$ cat src/design/pdc_cfg.svh
`ifndef PDC_CFG_SVH
`define PDC_CFG_SVH
// Timing
`define PDC_CLK_PERIOD_NS 8
`define PDC_BUF_GAP_NS 10
`define PDC_GAP_CYC ((`PDC_BUF_GAP_NS + `PDC_CLK_PERIOD_NS - 1) / `PDC_CLK_PERIOD_NS)
`define PDC_CNT_W 4
// Register map
`define PDC_ADDR_W 4
`define PDC_REG_CTRL 4'h0
`define PDC_REG_STATUS 4'h4
// Control fields
`define PDC_CTRL_GSR 0
`define PDC_CTRL_GTS 1
`define PDC_CTRL_START 2
// Status fields
`define PDC_ST_STATE_LO 0
`define PDC_ST_MODE_LO 2
`define PDC_ST_CONFIGURED 4
`define PDC_ST_BUSY 5
`define PDC_ST_PD 6
// Pin synchroniser slots
`define PDC_NPIN 5
`define PDC_PIN_PD 0
`define PDC_PIN_PROG 1
`define PDC_PIN_MHI 2
`define PDC_PIN_MLO 3
`define PDC_PIN_TMS 4
`endif

$ cat src/design/pdc_pkg.sv
package pdc_pkg;
	typedef enum logic [1:0] {
		PDC_RUN = 2'b00,
		PDC_PD_ENTER = 2'b01,
		PDC_PD = 2'b10,
		PDC_PD_LEAVE = 2'b11
	} pdc_state_t;
	typedef enum logic [1:0] {
		PDC_SLAVE_SERIAL = 2'b00,
		PDC_MASTER_SERIAL = 2'b01,
		PDC_EXPRESS = 2'b10
	} pdc_mode_t;
	typedef struct packed {
		logic out;
		logic oe;
	} pdc_pin_t;
endpackage : pdc_pkg

$ cat src/design/pdc_power_down_ctrl.sv
`timescale 1ns/1ps
`include "pdc_cfg.svh"
// Overview of operation
// - Power-down low disables all input and output buffers.
// - In power-down inputs read low and all pull-ups are off.
// - Reconfiguration request keeps working regardless of power-down.
// - Global set/reset held asserted through the whole power-down.
// - Entering: inputs off and set/reset first, outputs off ~10 ns later.
// - Leaving: inputs on, set/reset released, outputs on ~10 ns later.
// - Configuration kept, flip-flop data lost, logic sees inputs low.
// - Power-down before or during configuration restarts configuration.
// - Init status invalid if power-down came before configuration done.
// - Boundary scan unusable in power-down; pin not in scan chain.
// - Single mode pin: 1 slave serial, 0 master serial.
// - Two mode pins: 11 slave, 10 master, 0X express.
// - Mode pins sampled before configuration, ignored after it.
// - Weak pull-ups on mode pins during configuration.
// - Serial configuration drives high pin high and low pin low.
// - Config clock output in master serial, input otherwise.
// - Init status pin is open-drain while configuring.
// - Test select high keeps test controller in reset.
// - Global set/reset sets or clears flops per their polarity.
// - Output-disable floats outputs unless external test runs.
module pdc_power_down_ctrl #(
	parameter bit TWO_PIN = 1'b1,
	parameter int GAP_CYC = `PDC_GAP_CYC
) (
	input wire logic i_clk,
	input wire logic i_rstn,
	input wire logic i_power_down_n,
	input wire logic i_program_n,
	input wire logic i_mode_select_hi,
	input wire logic i_mode_select_lo,
	input wire logic i_test_mode_select,
	input wire logic i_extest,
	input wire logic i_config_done,
	input wire logic i_init_low_req,
	input wire logic [`PDC_ADDR_W-1:0] i_addr,
	input wire logic [31:0] i_wdata,
	input wire logic i_wr,
	input wire logic i_rd,
	output logic [31:0] o_rdata,
	output logic o_input_enable,
	output logic o_output_enable,
	output logic o_pullup_enable,
	output logic o_mode_pullup_enable,
	output logic o_global_set_reset,
	output logic o_global_output_disable,
	output logic o_tap_reset,
	output logic o_bscan_usable,
	output logic o_config_restart,
	output logic [1:0] o_config_mode,
	output logic o_config_clock_oe,
	output pdc_pkg::pdc_pin_t o_high_during_config,
	output pdc_pkg::pdc_pin_t o_low_during_config,
	output pdc_pkg::pdc_pin_t o_init
);

	// ----------------------------------------
	// Pin synchronisers
	// ----------------------------------------
	logic [`PDC_NPIN-1:0] pin_raw;
	logic [`PDC_NPIN-1:0] s1_ff, s2_ff, s3_ff, pin_ff;
	assign pin_raw = {i_test_mode_select, i_mode_select_lo, i_mode_select_hi,
		i_program_n, i_power_down_n};

	genvar g;
	generate
		for (g = 0; g < `PDC_NPIN; g++) begin : g_sync
			// Pins idle high, so reset to the pulled-up level
			always_ff @(posedge i_clk or negedge i_rstn) begin
				if (!i_rstn) begin
					s1_ff[g] <= 1'b1;
					s2_ff[g] <= 1'b1;
					s3_ff[g] <= 1'b1;
					pin_ff[g] <= 1'b1;
				end else begin
					s1_ff[g] <= pin_raw[g];
					s2_ff[g] <= s1_ff[g];
					s3_ff[g] <= s2_ff[g];
					if (s2_ff[g] == s3_ff[g]) begin
						pin_ff[g] <= s3_ff[g];
					end
				end
			end
		end
	endgenerate

	logic pd_req;
	logic prog_req;
	assign pd_req = !pin_ff[`PDC_PIN_PD];
	assign prog_req = !pin_ff[`PDC_PIN_PROG];

	// ----------------------------------------
	// Mode decode
	// ----------------------------------------
	function automatic pdc_pkg::pdc_mode_t decode_mode(input logic hi, input logic lo);
		if (!TWO_PIN) begin
			decode_mode = lo ? pdc_pkg::PDC_SLAVE_SERIAL : pdc_pkg::PDC_MASTER_SERIAL;
		end else if (!hi) begin
			decode_mode = pdc_pkg::PDC_EXPRESS;
		end else begin
			decode_mode = lo ? pdc_pkg::PDC_SLAVE_SERIAL : pdc_pkg::PDC_MASTER_SERIAL;
		end
	endfunction : decode_mode

	// ----------------------------------------
	// Power-down sequencer
	// ----------------------------------------
	pdc_pkg::pdc_state_t state_ff, nxt_state;
	logic [`PDC_CNT_W-1:0] cnt_ff, nxt_cnt;
	logic cnt_done;
	assign cnt_done = (cnt_ff == `PDC_CNT_W'(GAP_CYC - 1));

	always_comb begin
		nxt_state = state_ff;
		nxt_cnt = '0;
		case (state_ff)
			pdc_pkg::PDC_RUN: begin
				if (pd_req) begin
					nxt_state = pdc_pkg::PDC_PD_ENTER;
				end
			end
			pdc_pkg::PDC_PD_ENTER: begin
				// Outputs wait out the gap even if the pin already returned
				nxt_cnt = cnt_ff + `PDC_CNT_W'(1);
				if (cnt_done) begin
					nxt_state = pdc_pkg::PDC_PD;
				end
			end
			pdc_pkg::PDC_PD: begin
				if (!pd_req) begin
					nxt_state = pdc_pkg::PDC_PD_LEAVE;
				end
			end
			default: begin
				nxt_cnt = cnt_ff + `PDC_CNT_W'(1);
				if (cnt_done) begin
					nxt_state = pdc_pkg::PDC_RUN;
				end
			end
		endcase
	end

	always_ff @(posedge i_clk or negedge i_rstn) begin
		if (!i_rstn) begin
			state_ff <= pdc_pkg::PDC_RUN;
			cnt_ff <= '0;
		end else begin
			state_ff <= nxt_state;
			cnt_ff <= nxt_cnt;
		end
	end

	logic in_pd_next;
	logic out_off_next;
	assign in_pd_next = (nxt_state == pdc_pkg::PDC_PD_ENTER) || (nxt_state == pdc_pkg::PDC_PD);
	assign out_off_next = (nxt_state == pdc_pkg::PDC_PD) || (nxt_state == pdc_pkg::PDC_PD_LEAVE);

	// ----------------------------------------
	// Registers
	// ----------------------------------------
	logic sw_gsr_ff, sw_gts_ff;
	logic start_pulse;
	assign start_pulse = i_wr && (i_addr == `PDC_REG_CTRL) && i_wdata[`PDC_CTRL_START];

	always_ff @(posedge i_clk or negedge i_rstn) begin
		if (!i_rstn) begin
			sw_gsr_ff <= 1'b0;
			sw_gts_ff <= 1'b0;
		end else if (i_wr && (i_addr == `PDC_REG_CTRL)) begin
			sw_gsr_ff <= i_wdata[`PDC_CTRL_GSR];
			sw_gts_ff <= i_wdata[`PDC_CTRL_GTS];
		end
	end

	// ----------------------------------------
	// Configuration tracking
	// ----------------------------------------
	logic configured_ff, busy_ff;
	pdc_pkg::pdc_mode_t mode_ff;
	logic leaving_pd;
	assign leaving_pd = (state_ff == pdc_pkg::PDC_PD_LEAVE) && cnt_done;

	always_ff @(posedge i_clk or negedge i_rstn) begin
		if (!i_rstn) begin
			configured_ff <= 1'b0;
			busy_ff <= 1'b0;
			mode_ff <= pdc_pkg::PDC_SLAVE_SERIAL;
			o_config_restart <= 1'b0;
		end else begin
			o_config_restart <= 1'b0;
			if (prog_req) begin
				// Reconfiguration request acts even in power-down
				configured_ff <= 1'b0;
				busy_ff <= 1'b0;
			end else if (in_pd_next && !configured_ff) begin
				busy_ff <= 1'b0;
			end else if (leaving_pd && !configured_ff) begin
				o_config_restart <= 1'b1;
				busy_ff <= 1'b1;
				mode_ff <= decode_mode(pin_ff[`PDC_PIN_MHI], pin_ff[`PDC_PIN_MLO]);
			end else if (busy_ff && i_config_done) begin
				busy_ff <= 1'b0;
				configured_ff <= 1'b1;
			end else if (start_pulse && !busy_ff && !configured_ff &&
				state_ff == pdc_pkg::PDC_RUN) begin
				busy_ff <= 1'b1;
				mode_ff <= decode_mode(pin_ff[`PDC_PIN_MHI], pin_ff[`PDC_PIN_MLO]);
			end
		end
	end

	logic serial_cfg_next;
	assign serial_cfg_next = busy_ff && !in_pd_next && (mode_ff != pdc_pkg::PDC_EXPRESS);

	// ----------------------------------------
	// Buffer and global net outputs
	// ----------------------------------------
	always_ff @(posedge i_clk or negedge i_rstn) begin
		if (!i_rstn) begin
			o_input_enable <= 1'b1;
			o_output_enable <= 1'b1;
			o_pullup_enable <= 1'b1;
			o_global_set_reset <= 1'b0;
			o_global_output_disable <= 1'b0;
			o_tap_reset <= 1'b1;
			o_bscan_usable <= 1'b1;
		end else begin
			o_input_enable <= !in_pd_next;
			o_pullup_enable <= !in_pd_next;
			o_output_enable <= !out_off_next;
			// Flop polarity is applied at each flop, this net only says when
			o_global_set_reset <= in_pd_next || sw_gsr_ff;
			o_global_output_disable <= (out_off_next || sw_gts_ff) && !i_extest;
			o_tap_reset <= in_pd_next || pin_ff[`PDC_PIN_TMS];
			o_bscan_usable <= !in_pd_next;
		end
	end

	// ----------------------------------------
	// Configuration pins
	// ----------------------------------------
	always_ff @(posedge i_clk or negedge i_rstn) begin
		if (!i_rstn) begin
			o_mode_pullup_enable <= 1'b0;
			o_config_mode <= 2'h0;
			o_config_clock_oe <= 1'b0;
			o_high_during_config <= '0;
			o_low_during_config <= '0;
			o_init <= '0;
		end else begin
			o_mode_pullup_enable <= !configured_ff && !in_pd_next;
			o_config_mode <= mode_ff;
			o_config_clock_oe <= busy_ff && !in_pd_next &&
				(mode_ff == pdc_pkg::PDC_MASTER_SERIAL);
			o_high_during_config <= '{out: 1'b1, oe: serial_cfg_next};
			o_low_during_config <= '{out: 1'b0, oe: serial_cfg_next};
			// Open-drain: only ever pulls low, and says nothing in power-down
			o_init <= '{out: 1'b0, oe: busy_ff && i_init_low_req && !in_pd_next};
		end
	end

	// ----------------------------------------
	// Read port
	// ----------------------------------------
	always_ff @(posedge i_clk or negedge i_rstn) begin
		if (!i_rstn) begin
			o_rdata <= '0;
		end else begin
			o_rdata <= '0;
			if (i_rd && (i_addr == `PDC_REG_CTRL)) begin
				o_rdata[`PDC_CTRL_GSR] <= sw_gsr_ff;
				o_rdata[`PDC_CTRL_GTS] <= sw_gts_ff;
			end else if (i_rd && (i_addr == `PDC_REG_STATUS)) begin
				o_rdata[`PDC_ST_STATE_LO +: 2] <= state_ff;
				o_rdata[`PDC_ST_MODE_LO +: 2] <= mode_ff;
				o_rdata[`PDC_ST_CONFIGURED] <= configured_ff;
				o_rdata[`PDC_ST_BUSY] <= busy_ff;
				o_rdata[`PDC_ST_PD] <= pd_req;
			end
		end
	end
endmodule : pdc_power_down_ctrl

$ cat config.mk
export PLATFORM = sky130hd
export DESIGN_NAME = pdc_power_down_ctrl
export DESIGN_NICKNAME = d
export VERILOG_FILES = /design/src/design/pdc_pkg.sv /design/src/design/pdc_power_down_ctrl.sv
export VERILOG_INCLUDE_DIRS = /design/src /design/src/design
export SDC_FILE = /design/constraint.sdc
export NUM_CORES = 1
export LEC_CHECK = 0
export ABC_AREA = 1
export BUFFER_PORTS_ARGS = -buffer_cell sky130_fd_sc_hd__buf_4
export CAP_MARGIN = 10
export CELL_PAD_IN_SITES_DETAIL_PLACEMENT = 1
export CELL_PAD_IN_SITES_GLOBAL_PLACEMENT = 1
export CORE_ASPECT_RATIO = 1.5
export CORE_UTILIZATION = 37
export DETAILED_ROUTE_END_ITERATION = 6
export PLACE_DENSITY_LB_ADDON = 0.1
export RECOVER_POWER = 100
export SYNTH_ARGS = -nofsm -noshare
export SYNTH_HDL_FRONTEND = slang
export SYNTH_SLANG_ARGS = --single-unit
$ cat constraint.sdc
create_clock -name i_clk -period 2.2 [get_ports i_clk]
set_input_delay 0.44 -clock i_clk [delete_from_list [all_inputs] [get_ports i_clk]]
set_output_delay 0.44 -clock i_clk [all_outputs]
set_load 0.01 [all_outputs]
==> results_dict.tcl, run 1 <==
set metrics [dict create \
    status "complete, no violations" \
    setup_violations 0 \
    combPwrFrac_pct 23.4 \
    crit_cells 1 \
    path_buf_inv 1 \
    rows 32 \
    post-route-period-util_pct 65.6 \
    nets 270 \
    synth_edf_count 0 \
    core-area_um2 5250 \
    cts_resized 0 \
    fill_cells 620 \
    hold_violations 0 \
    intPower_uw 1580 \
    ys_ff_latch 52 \
    drc 0 \
    vias 1225 \
    cts_htree_levels 2 \
    synth_commonest_cells "30 x buf_4, 29 x dfrtp_1, 23 x dfstp_2, 19 x nand2_1, 17 x nor2_1" \
    io_pins 98 \
    wirelength_um 3430 \
    synth-seq-area-share_pct 64.8 \
    synth_most_common_cell "buf_4" \
    p_leak_uw 0.00109 \
    dr.pass1.iters 2 \
    synthArstFlopShare_pct 100 \
    r2r_end "mode_ff[1]$_DFFE_PN0P_" \
    ys.flop_type "dfrtp_1" \
    finalPower_uw 2350 \
    syn_to_final_growth_pct 11.6 \
    drt-initial-drc-count 10 \
    wl_per_cell_um 11.9 \
    viasPerCell 4.24 \
    antenna_found_initial 0 \
    cts_num_sinks 52 \
    track_usage_pct 12.8 \
    hp-class "input pin to flip-flop" \
    whs_ps 235 \
    start_util_pct 39.1 \
    min_path_cells 1 \
    max_freq_mhz 693 \
    worstSetupEndpointType "output port" \
    path_max_fanout 3 \
    cp.arrival_ps 1000 \
    ys_warn_count 0 \
    drive_gt1_share_pct 19.5 \
    worst_path_largest_cell_delay_ps 550 \
    crit-reg2reg-launch "cnt_ff[1]$_DFF_PN0_" \
    synth_area_leaders "dfrtp_1 35%, dfstp_2 29%, buf_4 11%" \
    detail-route-antenna-nets 0 \
    yosysTopAreaCell "dfrtp_1" \
    ir_drop_mv 0.372 \
    worstSetupStartpoint "o_bscan_usable$_DFF_PN1_" \
    fp.dieW_um 62.8 \
    numCtsBuffers 5 \
    final_max_slew_viol_count 0 \
    cts.clk_slew.worst_paths_ps 90 \
    finalCriticalPeriod_ps 1440 \
    seqPwrFrac_pct 54.1 \
    synth_top_area_share_pct 35.4 \
    grt_pass1_vias 1289 \
    clockBufferDepth 2 \
    die_height_um 93.2 \
    grt_pass1_wl_um 5700 \
    critical_path_required_ps 1760 \
    r2r_cells 7 \
    path_class "flip-flop to output port" \
    cts_tree "built" \
    grt_max_degree 53 \
    switching_share_pct 32.7 \
    dieArea_um2 5850 \
    max_cap_viol_count 0 \
    clkLatencyLatePin_ps 300 \
    critPathTopFamily "flip-flops" \
    portBuffers 41 \
    place_hpwl_um 2500 \
    cp_slowest_cell "dfstp_1" \
    syn_avg_cell_area_um2 11.7 \
    slew_headroom_pct 18.9 \
    antenna_cells 0 \
    cts-root-buf "clkbuf_8" \
    clockPowerShare_pct 22.6 \
    p_per_area_nw_per_um2 1030 \
    critPathCapture "o_bscan_usable" \
    routabilityCongestion 0.721 \
    tns_ps 0 \
    r2r_slack_ps 770 \
    hold_buffers 0 \
    max_slew.worst_pin.slew_ps 1220 \
    rsz0062_at_grt "false" \
    post_cts_buffers 0 \
    start_kind "flip-flop" \
    skew_ps 7.38 \
    netlist_area_um2 2050 \
    syn_inst 176 \
    p_sw_uw 769 \
    grt-ovfl-total 0 \
    crit_chain "clkbuf_1" \
    synth_cell_types 25 \
]
worst min-delay path by stage:
stage / slack [ps] / end / startpoint
2_1_floorplan: 140 / busy_ff$_DFFE_PN0P_ / i_rstn
3_3_place_gp: 350 / s2_ff[4]$_DFF_PN1_ / s1_ff[4]$_DFF_PN1_
3_5_place_dp: 350 / s2_ff[4]$_DFF_PN1_ / s1_ff[4]$_DFF_PN1_
4_1_cts: 170 / o_high_during_config[1]$_DFF_PN0_ / i_rstn
5_1_grt: 220 / s1_ff[4]$_DFF_PN1_ / i_test_mode_select
6_report: 230 / s1_ff[3]$_DFF_PN1_ / i_mode_select_lo
flip-flops by register name (all words and copies together) (netlist names), 2 cells and up:
signal / count
cnt_ff: 4
mode_ff: 2
o_config_mode: 2
o_rdata: 7
pin_ff: 5
s1_ff: 5
s2_ff: 5
s3_ff: 5
state_ff: 2
layer usage:
layer	part of all wire, %	up-vias	GRT usage (%)
met4	2.2	0	6.40
met3	6.2	6	3.90
li1	-	574	-
met5	0	-	0
met1	40	595	13.2
met2	52	50	23.1
logic make-up (layout without fill, tap and decap cells):
group,Yosys count,after routing,share of synthesized area [%]
DFF,52,52,64.8
and+or+nand+nor,52,52,12.4
buffers and inverters,49,68,14.5
AOI/OAI and AO/OA,11,11,2.99
adders and majority gates,7,7,3.66
xor gates and xnor gates,3,3,1.28
other,2,28,0.366
area by class of cell:
class,count,area (um2),area share [%]
Clock buffer,6,72.6,3.17
Clock inverter,2,15.0,0.655
Inverter,19,71.3,3.11
Multi-Input combinational cell,101,498,21.7
Sequential cell,52,1330,58.1
Tap cell,68,85.1,3.71
Timing Repair Buffer,41,219,9.56
metrics by stage:
stage               utilization, %  worst slack, ps  std cells  instance area [um2]
finish                        43.7              758        289                 2290
global route                  43.7              577        289                 2290
CTS                           45.8              780        289                 2400
detailed placement            44.2              691        281                 2320
global placement              44.2              747        281                 2320
floorplan                        -              996        202                 2150
layout by cell type (no fill, tap or decap), drive strengths merged:
master	n
a21oi	4
a31oi	1
buf	11
clkbuf	36
clkinv	2
conb	28
dfrtp	29
dfstp	23
ha	2
inv	19
maj3	5
nand2	22
nand3	6
nand4	3
nor2	19
nor3	2
o21ai	3
o21bai	1
o22ai	2
xnor2	2
xor2	1
power by group through the flow:
stage | Clock (uW) | Combinational (uW) | Sequential [uW]
after floorplan | 0 | 420 | 1320
after global placement | 0 | 636 | 1290
after detailed placement | 0 | 655 | 1300
after CTS | 560 | 664 | 1290
after global routing | 583 | 633 | 1300
final | 531 | 550 | 1270
(Power assumes the default switching activity.)
==> inputs of run 2 (changes only) <==
- CORE_UTILIZATION: 37 -> 34
- clock period: 2.2 -> 1.43 ns (I/O delays scaled with it)
==> results_dict.tcl, run 2 (synthesis gave the netlist of run 1 again) <==
set metrics [dict create \
    status "complete, no violations" \
    clkLatencyLatePin_ps 300 \
    cts.clk_slew.worst_paths_ps 90 \
    wirelength_um 3400 \
    grt-ovfl-total 0 \
    max_slew.worst_pin.slew_ps 645 \
    dr.pass1.iters 2 \
    track_usage_pct 11.6 \
    drive_gt1_share_pct 23.0 \
    hp-class "input pin to flip-flop" \
    finalCriticalPeriod_ps 1300 \
    worstSetupStartpoint "o_bscan_usable$_DFF_PN1_" \
    post_cts_buffers 0 \
    dp_slack_ps 59.0 \
    start_util_pct 35.2 \
    vias 1239 \
    grt_pass1_vias 1299 \
    post-route-period-util_pct 90.8 \
    cts_num_sinks 52 \
    skew_ps 7.63 \
    drc 0 \
    crit_cells 1 \
    die_height_um 97.1 \
    fp.dieW_um 65.4 \
    hold_violations 0 \
    setup_violations 0 \
    worst_path_largest_cell_delay_ps 550 \
    slew_headroom_pct 57.0 \
    cts-root-buf "clkbuf_8" \
    tns_ps 0 \
    place_hpwl_um 2660 \
    grt_pass1_wl_um 5660 \
    io_pins 98 \
    p_per_area_nw_per_um2 1640 \
    p_leak_uw 0.00114 \
    rsz0062_at_grt "false" \
    max_freq_mhz 770 \
    final_max_slew_viol_count 0 \
    cts_htree_levels 2 \
    worstSetupEndpointType "output port" \
    cp.arrival_ps 1010 \
    rows 34 \
    cp_slowest_cell "dfstp_1" \
    routabilityCongestion 0.732 \
    portBuffers 41 \
    setup_slack_ps 131 \
    critPathCapture "o_pullup_enable" \
    viasPerCell 4.16 \
    regMostFlops "o_rdata" \
    max_cap_viol_count 0 \
    mostFrequentLayoutCells "29 x dfrtp_1, 28 x conb_1, 24 x clkbuf_1" \
    dieArea_um2 6360 \
    crit-reg2reg-launch "cnt_ff[1]$_DFF_PN0_" \
    antenna_found_initial 0 \
    core-area_um2 5830 \
    clockBufferDepth 2 \
    critPathTopFamily "flip-flops" \
    r2r_cells 7 \
    path_buf_inv 1 \
    nets 275 \
    largest_register_ff_count 7 \
    r2r_slack_ps 170 \
    grt_max_degree 26 \
    detail-route-antenna-nets 0 \
    syn_to_final_growth_pct 17.0 \
    path_max_fanout 3 \
    crit_chain "clkbuf_1" \
    finalPower_uw 3940 \
    ir_drop_mv 0.817 \
    path_class "flip-flop to output port" \
    critical_path_required_ps 1140 \
    numCtsBuffers 5 \
    start_kind "flip-flop" \
    antenna_cells 0 \
    wl_per_cell_um 11.4 \
    post-route-util_pct 41.2 \
    drt-initial-drc-count 25 \
    r2r_end "mode_ff[1]$_DFFE_PN0P_" \
    cts_tree "built" \
    layout_commonest_cell "dfrtp_1" \
]
## run 2: final cells by class
type / count / area, um2
fillers: 680 / 3430
flip-flops and latches: 52 / 1330
multi-input cells: 101 / 515
repair buffers: 46 / 267
clock buffers: 7 / 97.6
well taps: 72 / 90.1
inverters: 19 / 71.3
clock inverters: 1 / 30.0
## run 2: repair_timing
action	4_1_cts	5_1_grt
resized for setup	0	1
hold buffers	1	0
endpoints found under the setup margin	0	2
endpoints found under the hold margin	9	0
## run 2: worst min-delay path by stage
| stage | endpoint | from | depth (start not counted) |
|---|---|---|---|
| finish | s1_ff[4]$_DFF_PN1_ | i_test_mode_select | 1 |
| global route | s1_ff[4]$_DFF_PN1_ | i_test_mode_select | 1 |
| CTS | s1_ff[4]$_DFF_PN1_ | i_test_mode_select | 1 |
| detailed placement | o_rdata[6]$_DFF_PN0_ | i_rstn | 1 |
| global placement | o_rdata[1]$_DFF_PN0_ | i_rstn | 1 |
| floorplan | busy_ff$_DFFE_PN0P_ | i_rstn | 0 |
## run 2: per-stage QoR
stage / cell area (um2) / hold WS [ps] / cells
after floorplan: 2150 / -9.59 / 202
after global placement: 2360 / 210 / 289
after detailed placement: 2360 / 219 / 289
after CTS: 2500 / 71.4 / 298
after global routing: 2400 / 67.9 / 298
final: 2400 / 87.2 / 298
## run 2: metal layers
layer	GRT usage, %	up-vias	wire length, um
met5	0	-	0
met4	6.02	0	72
met3	2.82	6	224
met2	20.5	50	1840
met1	12.4	597	1270
li1	-	586	-
## run 2: where the power goes
| group | internal [uW] | switching (uW) | leakage [uW] |
|---|---|---|---|
| clock network | 629 | 452 | 0.0000636 |
| registers | 1780 | 171 | 0.000614 |
| logic | 334 | 572 | 0.000462 |
| total | 2740 | 1200 | 0.00114 |
